[config.mk]
export PLATFORM = sky130hd
export DESIGN_NAME = rmc_regs
export DESIGN_NICKNAME = d
export VERILOG_FILES = /design/src/logic/rmc_pkg.sv /design/src/logic/rmc_sync2.sv /design/src/logic/rmc_regs.sv
export VERILOG_INCLUDE_DIRS = /design/src /design/src/logic
export SDC_FILE = /design/constraint.sdc
export NUM_CORES = 1
export LEC_CHECK = 0
export BUFFER_PORTS_ARGS = -buffer_cell sky130_fd_sc_hd__buf_2
export CORE_UTILIZATION = 45
export DETAILED_ROUTE_END_ITERATION = 12
export GPL_TIMING_DRIVEN = 1
export PLACE_DENSITY = 0.75
export SETUP_SLACK_MARGIN = 0.02
export SYNTH_ARGS = -nofsm -noshare
export SYNTH_HDL_FRONTEND = slang
export SYNTH_SLANG_ARGS = --single-unit
[constraint.sdc]
create_clock -name clk_sys -period 1.95 [get_ports clk_sys]
set_input_delay 0.2925 -clock clk_sys [delete_from_list [all_inputs] [get_ports clk_sys]]
set_output_delay 0.2925 -clock clk_sys [all_outputs]
set_load 0.03 [all_outputs]
[src/logic/rmc_cfg.svh]
// Constants for the retimer misc control register bank.
// Assumes inclusion by bare name from logic/ files only.
`ifndef RMC_CFG_SVH
`define RMC_CFG_SVH

`define RMC_OFS_LANE_POWER 8'h09
`define RMC_OFS_MODE_EQ 8'h0A
`define RMC_RST_MODE_EQ 8'hB1
`define RMC_RST_LANE_POWER 8'h02
`define RMC_LP_RD_MASK 8'hDF
`define RMC_ME_RD_MASK 8'hF3
`define RMC_BIT_REORDER 7
`define RMC_BIT_INVERT 6
`define RMC_BIT_STANDBY 4
`define RMC_BIT_PWRDN 3
`define RMC_BIT_SLEEP_OFF 2
`define RMC_BIT_APP_POS 7
`define RMC_BIT_HP_BLOCK 6
`define RMC_BIT_ADAPTIVE 5
`define RMC_BIT_EQ_ON 4
`define RMC_BIT_COMMIT 2
`define RMC_RATE_5K 2'h0
`define RMC_RATE_10K 2'h1
`define RMC_RATE_100K 2'h2
`define RMC_RATE_400K 2'h3
`define RMC_MODE_REDRIVER 2'h0
`define RMC_MODE_AUTO 2'h1
`define RMC_MODE_RESERVED 2'h2
`define RMC_MODE_RETIMER 2'h3
`define RMC_RATE_HI 1
`define RMC_RATE_LO 0
`define RMC_MODE_HI 1
`define RMC_MODE_LO 0

`endif

[src/logic/rmc_pkg.sv]
// Types for the retimer misc control register bank.
// Assumes rmc_cfg.svh supplies all numeric constants.
package rmc_pkg;
   typedef enum logic [2:0] {
      RMC_ST_RESET = 3'h1,
      RMC_ST_CAPTURE = 3'h2,
      RMC_ST_RUN = 3'h4
   } rmc_state_e;
endpackage : rmc_pkg

[src/logic/rmc_sync2.sv]
// Two-flop synchroniser for a group of asynchronous pin levels.
// Assumes inputs are static or slow relative to clk_sys.
`timescale 1ns/1ns
module rmc_sync2 #(
   parameter int WIDTH = 4
) (
   input wire logic clk_sys,
   input wire logic [WIDTH-1:0] async_in,
   output logic [WIDTH-1:0] sync_out
);
   logic [WIDTH-1:0] meta_ff;
   // No reset here: pin levels keep flowing during reset, so the strap capture
   // just after release sees the real pins and not a cleared pipeline.
   always_ff @(posedge clk_sys) begin
      meta_ff <= async_in;
      sync_out <= meta_ff;
   end
endmodule : rmc_sync2

[src/logic/rmc_regs.sv]
// Misc control registers 09h and 0Ah of a video retimer, with decoded controls.
// Assumes a byte-wide register port from an I2C slave on clk_sys; pins are async.
//
// Contract
// - Reorder bit set swaps input lanes in redriver and retimer modes.
// - Inversion bit inverts data and clock lanes, retimer operation only.
// - Reorder and inversion load from swap strap; writes dropped in pin mode.
// - Standby bit lets receiver sleep automatically when no valid data.
// - Standby bit loads from its strap; writes ignored in pin mode.
// - Forced power down bit selects lowest power state.
// - Auto-sleep off clear lets sink hot-plug drive power down.
// - Bus rate field selects 5, 10, 100 or 400 kbps.
// - Application position bit centres adaptive equalizer for sink or source.
// - Hot-plug block bit gates sink hot-plug to source output.
// - Adaptive select chooses fixed or adaptive; writes ignored in pin mode.
// - Equalizer on bit enables equalizer; writes ignored in pin mode.
// - Equalizer settings staged; commit bit applies them and self-clears.
// - Settings apply directly while idle, powered down or clockless standby.
// - Function mode selects redriver, auto crossover, retimer; 10 reserved.
// - Reserved bits read zero and ignore writes.
`timescale 1ns/1ns
`include "rmc_cfg.svh"
module rmc_regs (
   input wire logic clk_sys,
   input wire logic srst,
   input wire logic reg_wr,
   input wire logic reg_rd,
   input wire logic [7:0] reg_addr,
   input wire logic [7:0] reg_wdata,
   output logic [7:0] reg_rdata,
   input wire logic bus_mode_strap,
   input wire logic swap_invert_strap,
   input wire logic standby_strap,
   input wire logic output_enable_pin,
   input wire logic hotplug_from_sink,
   input wire logic video_clock_present,
   input wire logic retimer_active,
   output logic hotplug_to_source,
   output logic lane_reorder,
   output logic lane_invert,
   output logic rx_standby_allowed,
   output logic power_down,
   output logic [1:0] config_bus_rate_sel,
   output logic app_pos_sink,
   output logic adaptive_eq_sel,
   output logic equalizer_on,
   output logic [1:0] function_mode_sel,
   output logic mode_reapply
);
   // ---------------------------------------------------------------
   // State
   // ---------------------------------------------------------------
   typedef struct packed {
      rmc_pkg::rmc_state_e st;
      logic reorder;
      logic invert;
      logic standby;
      logic pwrdn;
      logic sleep_off;
      logic [1:0] rate;
      logic app_pos;
      logic hp_block;
      logic adaptive_stg;
      logic eq_on_stg;
      logic adaptive_act;
      logic eq_on_act;
      logic commit;
      logic [1:0] mode_stg;
      logic [1:0] mode_act;
      logic pwrdn_prev;
      logic hp_prev;
      logic [7:0] rdata;
      logic hp_out;
      logic reorder_out;
      logic invert_out;
      logic standby_out;
      logic pwr_out;
      logic reapply;
   } rmc_regs_s;

   rmc_regs_s cur_ff;
   rmc_regs_s nxt_cur;
   logic [3:0] pins_sync;
   localparam logic [7:0] ME_RST_VAL = `RMC_RST_MODE_EQ;

   rmc_sync2 #(.WIDTH(4)) u_sync (
      .clk_sys(clk_sys),
      .async_in({bus_mode_strap, swap_invert_strap, standby_strap, hotplug_from_sink}),
      .sync_out(pins_sync)
   );

   logic bus_mode;
   logic swap_pin;
   logic stby_pin;
   logic hp_sink;
   assign bus_mode = pins_sync[3];
   assign swap_pin = pins_sync[2];
   assign stby_pin = pins_sync[1];
   assign hp_sink = pins_sync[0];

   function automatic logic hit(input logic [7:0] a, input logic [7:0] ofs);
      hit = (a == ofs);
   endfunction : hit

   // ---------------------------------------------------------------
   // Next state
   // ---------------------------------------------------------------
   logic wr_lp;
   logic wr_me;
   logic direct_apply;
   logic auto_sleep;
   logic [7:0] rd_lp;
   logic [7:0] rd_me;

   always_comb begin
      nxt_cur = cur_ff;
      wr_lp = reg_wr && hit(reg_addr, `RMC_OFS_LANE_POWER);
      wr_me = reg_wr && hit(reg_addr, `RMC_OFS_MODE_EQ);
      auto_sleep = !cur_ff.sleep_off && !hp_sink;
      direct_apply = !output_enable_pin || !hp_sink || cur_ff.pwrdn ||
                     (!video_clock_present && cur_ff.standby);
      rd_lp = {cur_ff.reorder, cur_ff.invert, 1'b0, cur_ff.standby, cur_ff.pwrdn,
               cur_ff.sleep_off, cur_ff.rate} & `RMC_LP_RD_MASK;
      rd_me = {cur_ff.app_pos, cur_ff.hp_block, cur_ff.adaptive_stg, cur_ff.eq_on_stg,
               2'b00, cur_ff.mode_stg} & `RMC_ME_RD_MASK;
      nxt_cur.commit = 1'b0;
      unique case (cur_ff.st)
         rmc_pkg::RMC_ST_RESET: begin
            nxt_cur.st = rmc_pkg::RMC_ST_CAPTURE;
         end
         rmc_pkg::RMC_ST_CAPTURE: begin
            // Strap capture after release; pins settle through the synchroniser.
            nxt_cur.st = rmc_pkg::RMC_ST_RUN;
            nxt_cur.reorder = swap_pin;
            nxt_cur.invert = swap_pin;
            nxt_cur.standby = stby_pin;
         end
         rmc_pkg::RMC_ST_RUN: begin
            if (wr_lp) begin
               // Swap and standby fields gated by bus mode.
               if (bus_mode) begin
                  nxt_cur.reorder = reg_wdata[`RMC_BIT_REORDER];
                  nxt_cur.invert = reg_wdata[`RMC_BIT_INVERT];
                  nxt_cur.standby = reg_wdata[`RMC_BIT_STANDBY];
               end
               nxt_cur.pwrdn = reg_wdata[`RMC_BIT_PWRDN];
               nxt_cur.sleep_off = reg_wdata[`RMC_BIT_SLEEP_OFF];
               nxt_cur.rate = reg_wdata[`RMC_RATE_HI:`RMC_RATE_LO];
            end
            if (wr_me) begin
               nxt_cur.app_pos = reg_wdata[`RMC_BIT_APP_POS];
               nxt_cur.hp_block = reg_wdata[`RMC_BIT_HP_BLOCK];
               if (bus_mode) begin
                  nxt_cur.adaptive_stg = reg_wdata[`RMC_BIT_ADAPTIVE];
                  nxt_cur.eq_on_stg = reg_wdata[`RMC_BIT_EQ_ON];
               end
               nxt_cur.commit = reg_wdata[`RMC_BIT_COMMIT];
               nxt_cur.mode_stg = reg_wdata[`RMC_MODE_HI:`RMC_MODE_LO];
            end
         end
         default: begin
            nxt_cur.st = rmc_pkg::RMC_ST_RESET;
         end
      endcase
      if (cur_ff.commit || direct_apply) begin
         nxt_cur.adaptive_act = cur_ff.adaptive_stg;
         nxt_cur.eq_on_act = cur_ff.eq_on_stg;
      end
      nxt_cur.pwrdn_prev = cur_ff.pwrdn;
      nxt_cur.hp_prev = hp_sink;
      // A level change seen while still leaving reset is not a user toggle.
      nxt_cur.reapply = (cur_ff.st == rmc_pkg::RMC_ST_RUN) &&
                        ((cur_ff.pwrdn != cur_ff.pwrdn_prev) || (hp_sink != cur_ff.hp_prev));
      if (nxt_cur.reapply) begin
         nxt_cur.mode_act = cur_ff.mode_stg;
      end
      nxt_cur.hp_out = hp_sink && !cur_ff.hp_block;
      nxt_cur.reorder_out = cur_ff.reorder;
      nxt_cur.invert_out = cur_ff.invert && retimer_active;
      nxt_cur.standby_out = cur_ff.standby;
      nxt_cur.pwr_out = cur_ff.pwrdn || auto_sleep;
      if (reg_rd && hit(reg_addr, `RMC_OFS_LANE_POWER)) begin
         nxt_cur.rdata = rd_lp;
      end else if (reg_rd && hit(reg_addr, `RMC_OFS_MODE_EQ)) begin
         nxt_cur.rdata = rd_me;
      end else if (reg_rd) begin
         nxt_cur.rdata = 8'h00;
      end
   end

   // ---------------------------------------------------------------
   // Registers
   // ---------------------------------------------------------------
   always_ff @(posedge clk_sys) begin
      if (srst) begin
         cur_ff <= '0;
         cur_ff.st <= rmc_pkg::RMC_ST_RESET;
         cur_ff.rate <= `RMC_RATE_100K;
         cur_ff.app_pos <= ME_RST_VAL[`RMC_BIT_APP_POS];
         cur_ff.adaptive_stg <= ME_RST_VAL[`RMC_BIT_ADAPTIVE];
         cur_ff.eq_on_stg <= ME_RST_VAL[`RMC_BIT_EQ_ON];
         cur_ff.adaptive_act <= ME_RST_VAL[`RMC_BIT_ADAPTIVE];
         cur_ff.eq_on_act <= ME_RST_VAL[`RMC_BIT_EQ_ON];
         cur_ff.mode_stg <= `RMC_MODE_AUTO;
         cur_ff.mode_act <= `RMC_MODE_AUTO;
      end else begin
         cur_ff <= nxt_cur;
      end
   end

   assign reg_rdata = cur_ff.rdata;
   assign hotplug_to_source = cur_ff.hp_out;
   assign lane_reorder = cur_ff.reorder_out;
   assign lane_invert = cur_ff.invert_out;
   assign rx_standby_allowed = cur_ff.standby_out;
   assign power_down = cur_ff.pwr_out;
   assign config_bus_rate_sel = cur_ff.rate;
   assign app_pos_sink = cur_ff.app_pos;
   assign adaptive_eq_sel = cur_ff.adaptive_act;
   assign equalizer_on = cur_ff.eq_on_act;
   assign function_mode_sel = cur_ff.mode_act;
   assign mode_reapply = cur_ff.reapply;
endmodule : rmc_regs

# After elaboration in Yosys (flattened, before gate mapping)

Cells that the tools add are included.

Add/subtract/negate cells: 0
Multipliers: 0
Divide/modulo/power cells: 0
$lt $le $gt $ge: 0
Equal/unequal tests: 9
Shifts and indexed selects: 0
Mux-type cells: 7
Bitwise logic cells: 2
Reduce and logical (&&, ||, !) cells: 29

Operators with widths:

| kind                                                | number |
|---|---|
| 2-to-1 mux 8 bit                                    | 3 |
| equality test 8 x 4 -> 1 bit, second input constant | 2 |
| logical AND 1 bit                                   | 9 |
| case mux 3 bit (3 select lines)                     | 1 |
| 2-to-1 mux 7 bit                                    | 1 |
| logical OR 1 bit                                    | 6 |
| case mux 3 bit (2 select lines)                     | 1 |
| AND reduction 3 bit                                 | 2 |
| logical NOT 1 bit                                   | 5 |
| AND reduction 2 bit                                 | 2 |
| nonzero test 2 bit                                  | 2 |
| equality test 3 x 1 -> 1 bit, second input constant | 1 |
| equality test 3 x 2 -> 1 bit, second input constant | 1 |
| equality test 3 bit, second input constant          | 1 |
| 2-to-1 mux 3 bit                                    | 1 |
| nonzero test 3 bit                                  | 1 |
| OR reduction 3 bit                                  | 1 |
| != test 1 bit                                       | 2 |
| != test 2 x 1 -> 1 bit, second input constant       | 1 |
| != test 2 bit, second input constant                | 1 |
| NOT 1 bit                                           | 2 |
| OR reduction 2 bit                                  | 1 |

Register bits: 45
Bits in latches: 0
Memory bits (writable): 0
ROM bits: 0
Input bits: 27
Logic and storage cells: 75
Memories kept: 0

# Longest topological paths before layout

Depth after elaboration: 5
Gate-level depth with buffers: 6
Gate-level depth less buffers: 4

# Modules after synthesis

Synthesis repeated with hierarchy kept, for this count alone.

Cell total of the unflattened synthesis: 185
Area total of the unflattened synthesis: 1747.9 µm²

By module, submodules not included:

| module    | times used | cells an instance | area an instance (µm²) |
|---|---|---|---|
| rmc_regs  | 1          | 177               | 1587.8 |
| rmc_sync2 | 1          | 8                 | 160.2 |

# Least setup slack after synthesis

No wires, ideal clock.

Path kind: input port to flip-flop
Start: input reg_addr[5]
End: register cur_ff[32] (netlist name)
Arrival time: 1.477 ns
Required time: 1.831 ns
Path slack: 0.354 ns
Stages on the path: 4
Buffers on the path: 0
Cells stage by stage: nor4_4 > nand3_4 > or3_1 > o221a_1

Word-level cells in the longest chain between the ends: 4

RTL lines:

| what                          | RTL line        | RTL |
|---|---|---|
| start: declaration            | rmc_regs.sv:28  | `input wire logic [7:0] reg_addr,` |
| equality test 8 x 4 -> 1 bit  | rmc_regs.sv:102 | `hit = (a == ofs);` |
| logical AND 1 bit             | rmc_regs.sv:117 | `` wr_lp = reg_wr && hit(reg_addr, `RMC_OFS_LANE_POWER); `` |
| != test 2 bit (no line)       | n/a             |  |
| AND reduction 3 bit (no line) | n/a             |  |
| end signal: assignment        | rmc_regs.sv:207 | `cur_ff <= nxt_cur;` |
| end: declaration              | rmc_regs.sv:81  | `rmc_regs_s cur_ff;` |

No other way between the ends.
A chain may end at the register's enable or synchronous reset.

# Worst setup path in the final report

Start: register cur_ff[34] (netlist name)
End: register cur_ff[32] (netlist name)

Word-level cells in the longest chain between the ends: 3
Elaborated cells on any way between the ends: 7
Classes of those cells: eq/ne: 4; mux: 1; reduce/logical: 2

RTL lines:

| what                                                                | RTL line        | RTL |
|---|---|---|
| equality test 3 bit or equality test 3 x 2 -> 1 bit (tied branches) | rmc_regs.sv:127 | `unique case (cur_ff.st)` |
| != test 2 x 1 -> 1 bit (no line), or another cell as far along      | n/a             |  |
| AND reduction 3 bit (no line)                                       | n/a             |  |

Several ways; a longest one is shown, not always the timed one.

==> flow_summary.ini <==
[power]
p_leak_nw = 0.8865
total_power_w = 0.001850
powerDensity_mw_per_mm2 = 903.8
ir_drop_v = 0.0005497

[detailed_routing]
avgRoutedWirePerCell_um = 12.71
first_iter_violations = 62
ant_nets = 0
drtPass1Iterations = 4
vias = 1312
drt-vias-per-instance = 5.066
drc_errors = 0
wirelength_mm = 3.292

[finish]
antenna_cells = 0
area_growth_pct = 17.53
final_net_count = 237
layout.cells.most_common_list = buf_2 (47), dfxtp_1 (45), nor2_1 (19), nand2b_1 (10), a21oi_1 (8)
finish.utilization_pct = 55.50
final_common_cell = buf_2
drive_above_1_share_pct = 29.38

[min_path]
min_to = u_sync.meta_ff[0]$_DFF_P_
hold_start = hotplug_from_sink
holdPathStages = 1
min_path_type = in2reg

[floorplan]
num_rows = 22
die_h_um = 64.21
initial_core_util_pct = 47.22
core_area_mm2 = 0.003689
die-area_mm2 = 0.004123
ios = 48
die_w_um = 64.21

[placed_design]
place_congestion = 0.8273
port_buffers = 47
dp_hpwl_mm = 2.442

[timing]
slew_violations = 0
hold_viol_final = 0
post-route-period-util_pct = 80.75
setup_violations = 0
max_slew_margin_pct = 60.63
post-route-min-period_ns = 1.575
tns_ns = 0
clock_skew_ns = 0.009853
worst_pin_slew_ns = 0.5905
rsz0062_at_grt = no
fmax_ghz = 0.6351

[grt]
antenna_found_initial = 0
grt_pass1_wl_mm = 5.685
grt_overflow = 0
grt.total_usage_pct = 18.15
grt_pass1_vias = 1205
grt_max_degree = 35

[clock_tree]
clockRootBuffer = clkbuf_8
cts_buffer_depth = 2
cts_hold_buf = 0
h-tree-depth = 2
clkTransAtPathRegs_ns = 0.08
cts.sinks = 45
cts_buffers = 5
cts_setup_buffers = 0
post_cts_resized = 0
tritoncts = yes
clkLatencyLatePin_ns = 0.29

[setup_path]
crit_path_start = cur_ff[34]$_SDFFE_PP1N_
crit_type = reg2reg
cp_cell_sequence = and4bb_2 > nand3_4 > or3_1 > o221a_1
crit_fanout = 8
cp-start-kind = flop
regToRegSetupSlack_ns = 0.38
crit_path_end_kind = flop
worst_r2r_path_depth = 4
rr_startpoint = cur_ff[34]$_SDFFE_PP1N_
cpPeakStageDelay_ns = 0.40
cp_data_arrival_time_ns = 1.76
path_delay_family = simple AND/OR/NAND/NOR gates
cp_num_buf_inv = 0
timing.rr.end = cur_ff[32]$_SDFFE_PP0P_
critical_path.slowest_cell = and4bb_2
crit_required_ns = 2.14

[yosys]
yosys_warnings = 0
synth.distinct_cells = 37
ys_ff_latch = 45
async_flop_share_pct = 0
avgSynthCellArea_um2 = 10.01
synth_nets = 201
yosys-top-cells-area = dfxtp_1 (52%), buf_4 (5.2%), nor2_1 (4.1%)
syn_inst = 174
syn_area_mm2 = 0.001742
ys.flop_type = dfxtp_1
yosysTopAreaCell = dfxtp_1
synth.top_cell.area_share_pct = 51.72
synth_edf_count = 0
ys_seq_area_share_pct = 51.72

[status]
outcome = finished clean

[flow_run]
max_cap_viol_count = 0
## layout make-up
cell class	instances	area (um2)
sequential	45	900.9
timing repair buffer	49	250.2
multi-input combinational	103	696.9
clock buffer	7	86.33
inverter	6	22.52
clock inverter	1	30.03
tap	48	60.06
fill	354	1642
## logic make-up after synthesis
group	Yosys count	share of synthesized area (%)
xor+xnor	2	1.006
compound gates	30	13.00
buf+inv	26	8.262
simple gates	65	22.56
flops	45	51.72
mux	6	3.448
## power breakdown
part / total [W] / internal [W] / switching (W)
Combinational: 0.000156 / 0.0000701 / 0.0000861
Clock: 0.000709 / 0.000417 / 0.000291
Sequential: 0.000985 / 0.000956 / 0.0000293
## through the flow
stage / cell area (um2) / setup WS (ns) / hold slack (ns) / cells
after detailed placement: 1931 / 0.1616 / 0.3138 / 251
after CTS: 2047 / 0.3756 / 0.08926 / 259
after floorplan: 1742 / 0.3540 / 0.3096 / 174
after global routing: 2047 / 0.3052 / 0.08307 / 259
final: 2047 / 0.3754 / 0.09921 / 259
after global placement: 1931 / 0.2189 / 0.3099 / 251
## state kept, by name, indices dropped and copies added (netlist names)
signal and count:
config_bus_rate_sel 2, app_pos_sink 1, equalizer_on 1, power_down 1, u_sync.meta_ff 4, reg_rdata 8, rx_standby_allowed 1, lane_invert 1
u_sync.sync_out 4, hotplug_to_source 1, function_mode_sel 2, lane_reorder 1, mode_reapply 1, cur_ff 16, adaptive_eq_sel 1
## worst max path at each step
stage	endpoint	slack, ns	cells past startpoint
global placement	cur_ff[32]$_SDFFE_PP0P_	0.22	5
global route	cur_ff[32]$_SDFFE_PP0P_	0.31	4
CTS	cur_ff[32]$_SDFFE_PP0P_	0.38	4
detailed placement	cur_ff[32]$_SDFFE_PP0P_	0.16	5
finish	cur_ff[32]$_SDFFE_PP0P_	0.38	4
floorplan	cur_ff[32]$_SDFFE_PP0P_	0.35	4
## layer usage
layer / vias up / wire length, um / share of wire, % / track usage, %
met4: 0 / 50 / 1.5 / 8.333
li1: 667 / - / - / -
met2: 30 / 1555 / 47 / 30.19
met3: 5 / 137 / 4.2 / 3.750
met1: 610 / 1548 / 47 / 22.41
met5: - / 0 / 0 / 0
## cell usage after synthesis, types with 2 or more instances
| master | instances |
|---|---|
| nand3_1 | 7 |
| nand2b_1 | 10 |
| xnor2_1 | 2 |
| a22o_1 | 5 |
| nor2b_1 | 7 |
| nor3_1 | 2 |
| buf_4 | 12 |
| dfxtp_1 | 45 |
| and2_1 | 2 |
| clkbuf_1 | 7 |
| mux2i_1 | 6 |
| nor2_1 | 19 |
| o221a_1 | 2 |
| a21oi_1 | 8 |
| nand3b_1 | 2 |
| inv_1 | 6 |
| a211o_1 | 6 |
| nand2_1 | 2 |
| o21ai_0 | 2 |
| nand4_1 | 5 |
(Power assumes the default switching activity.)
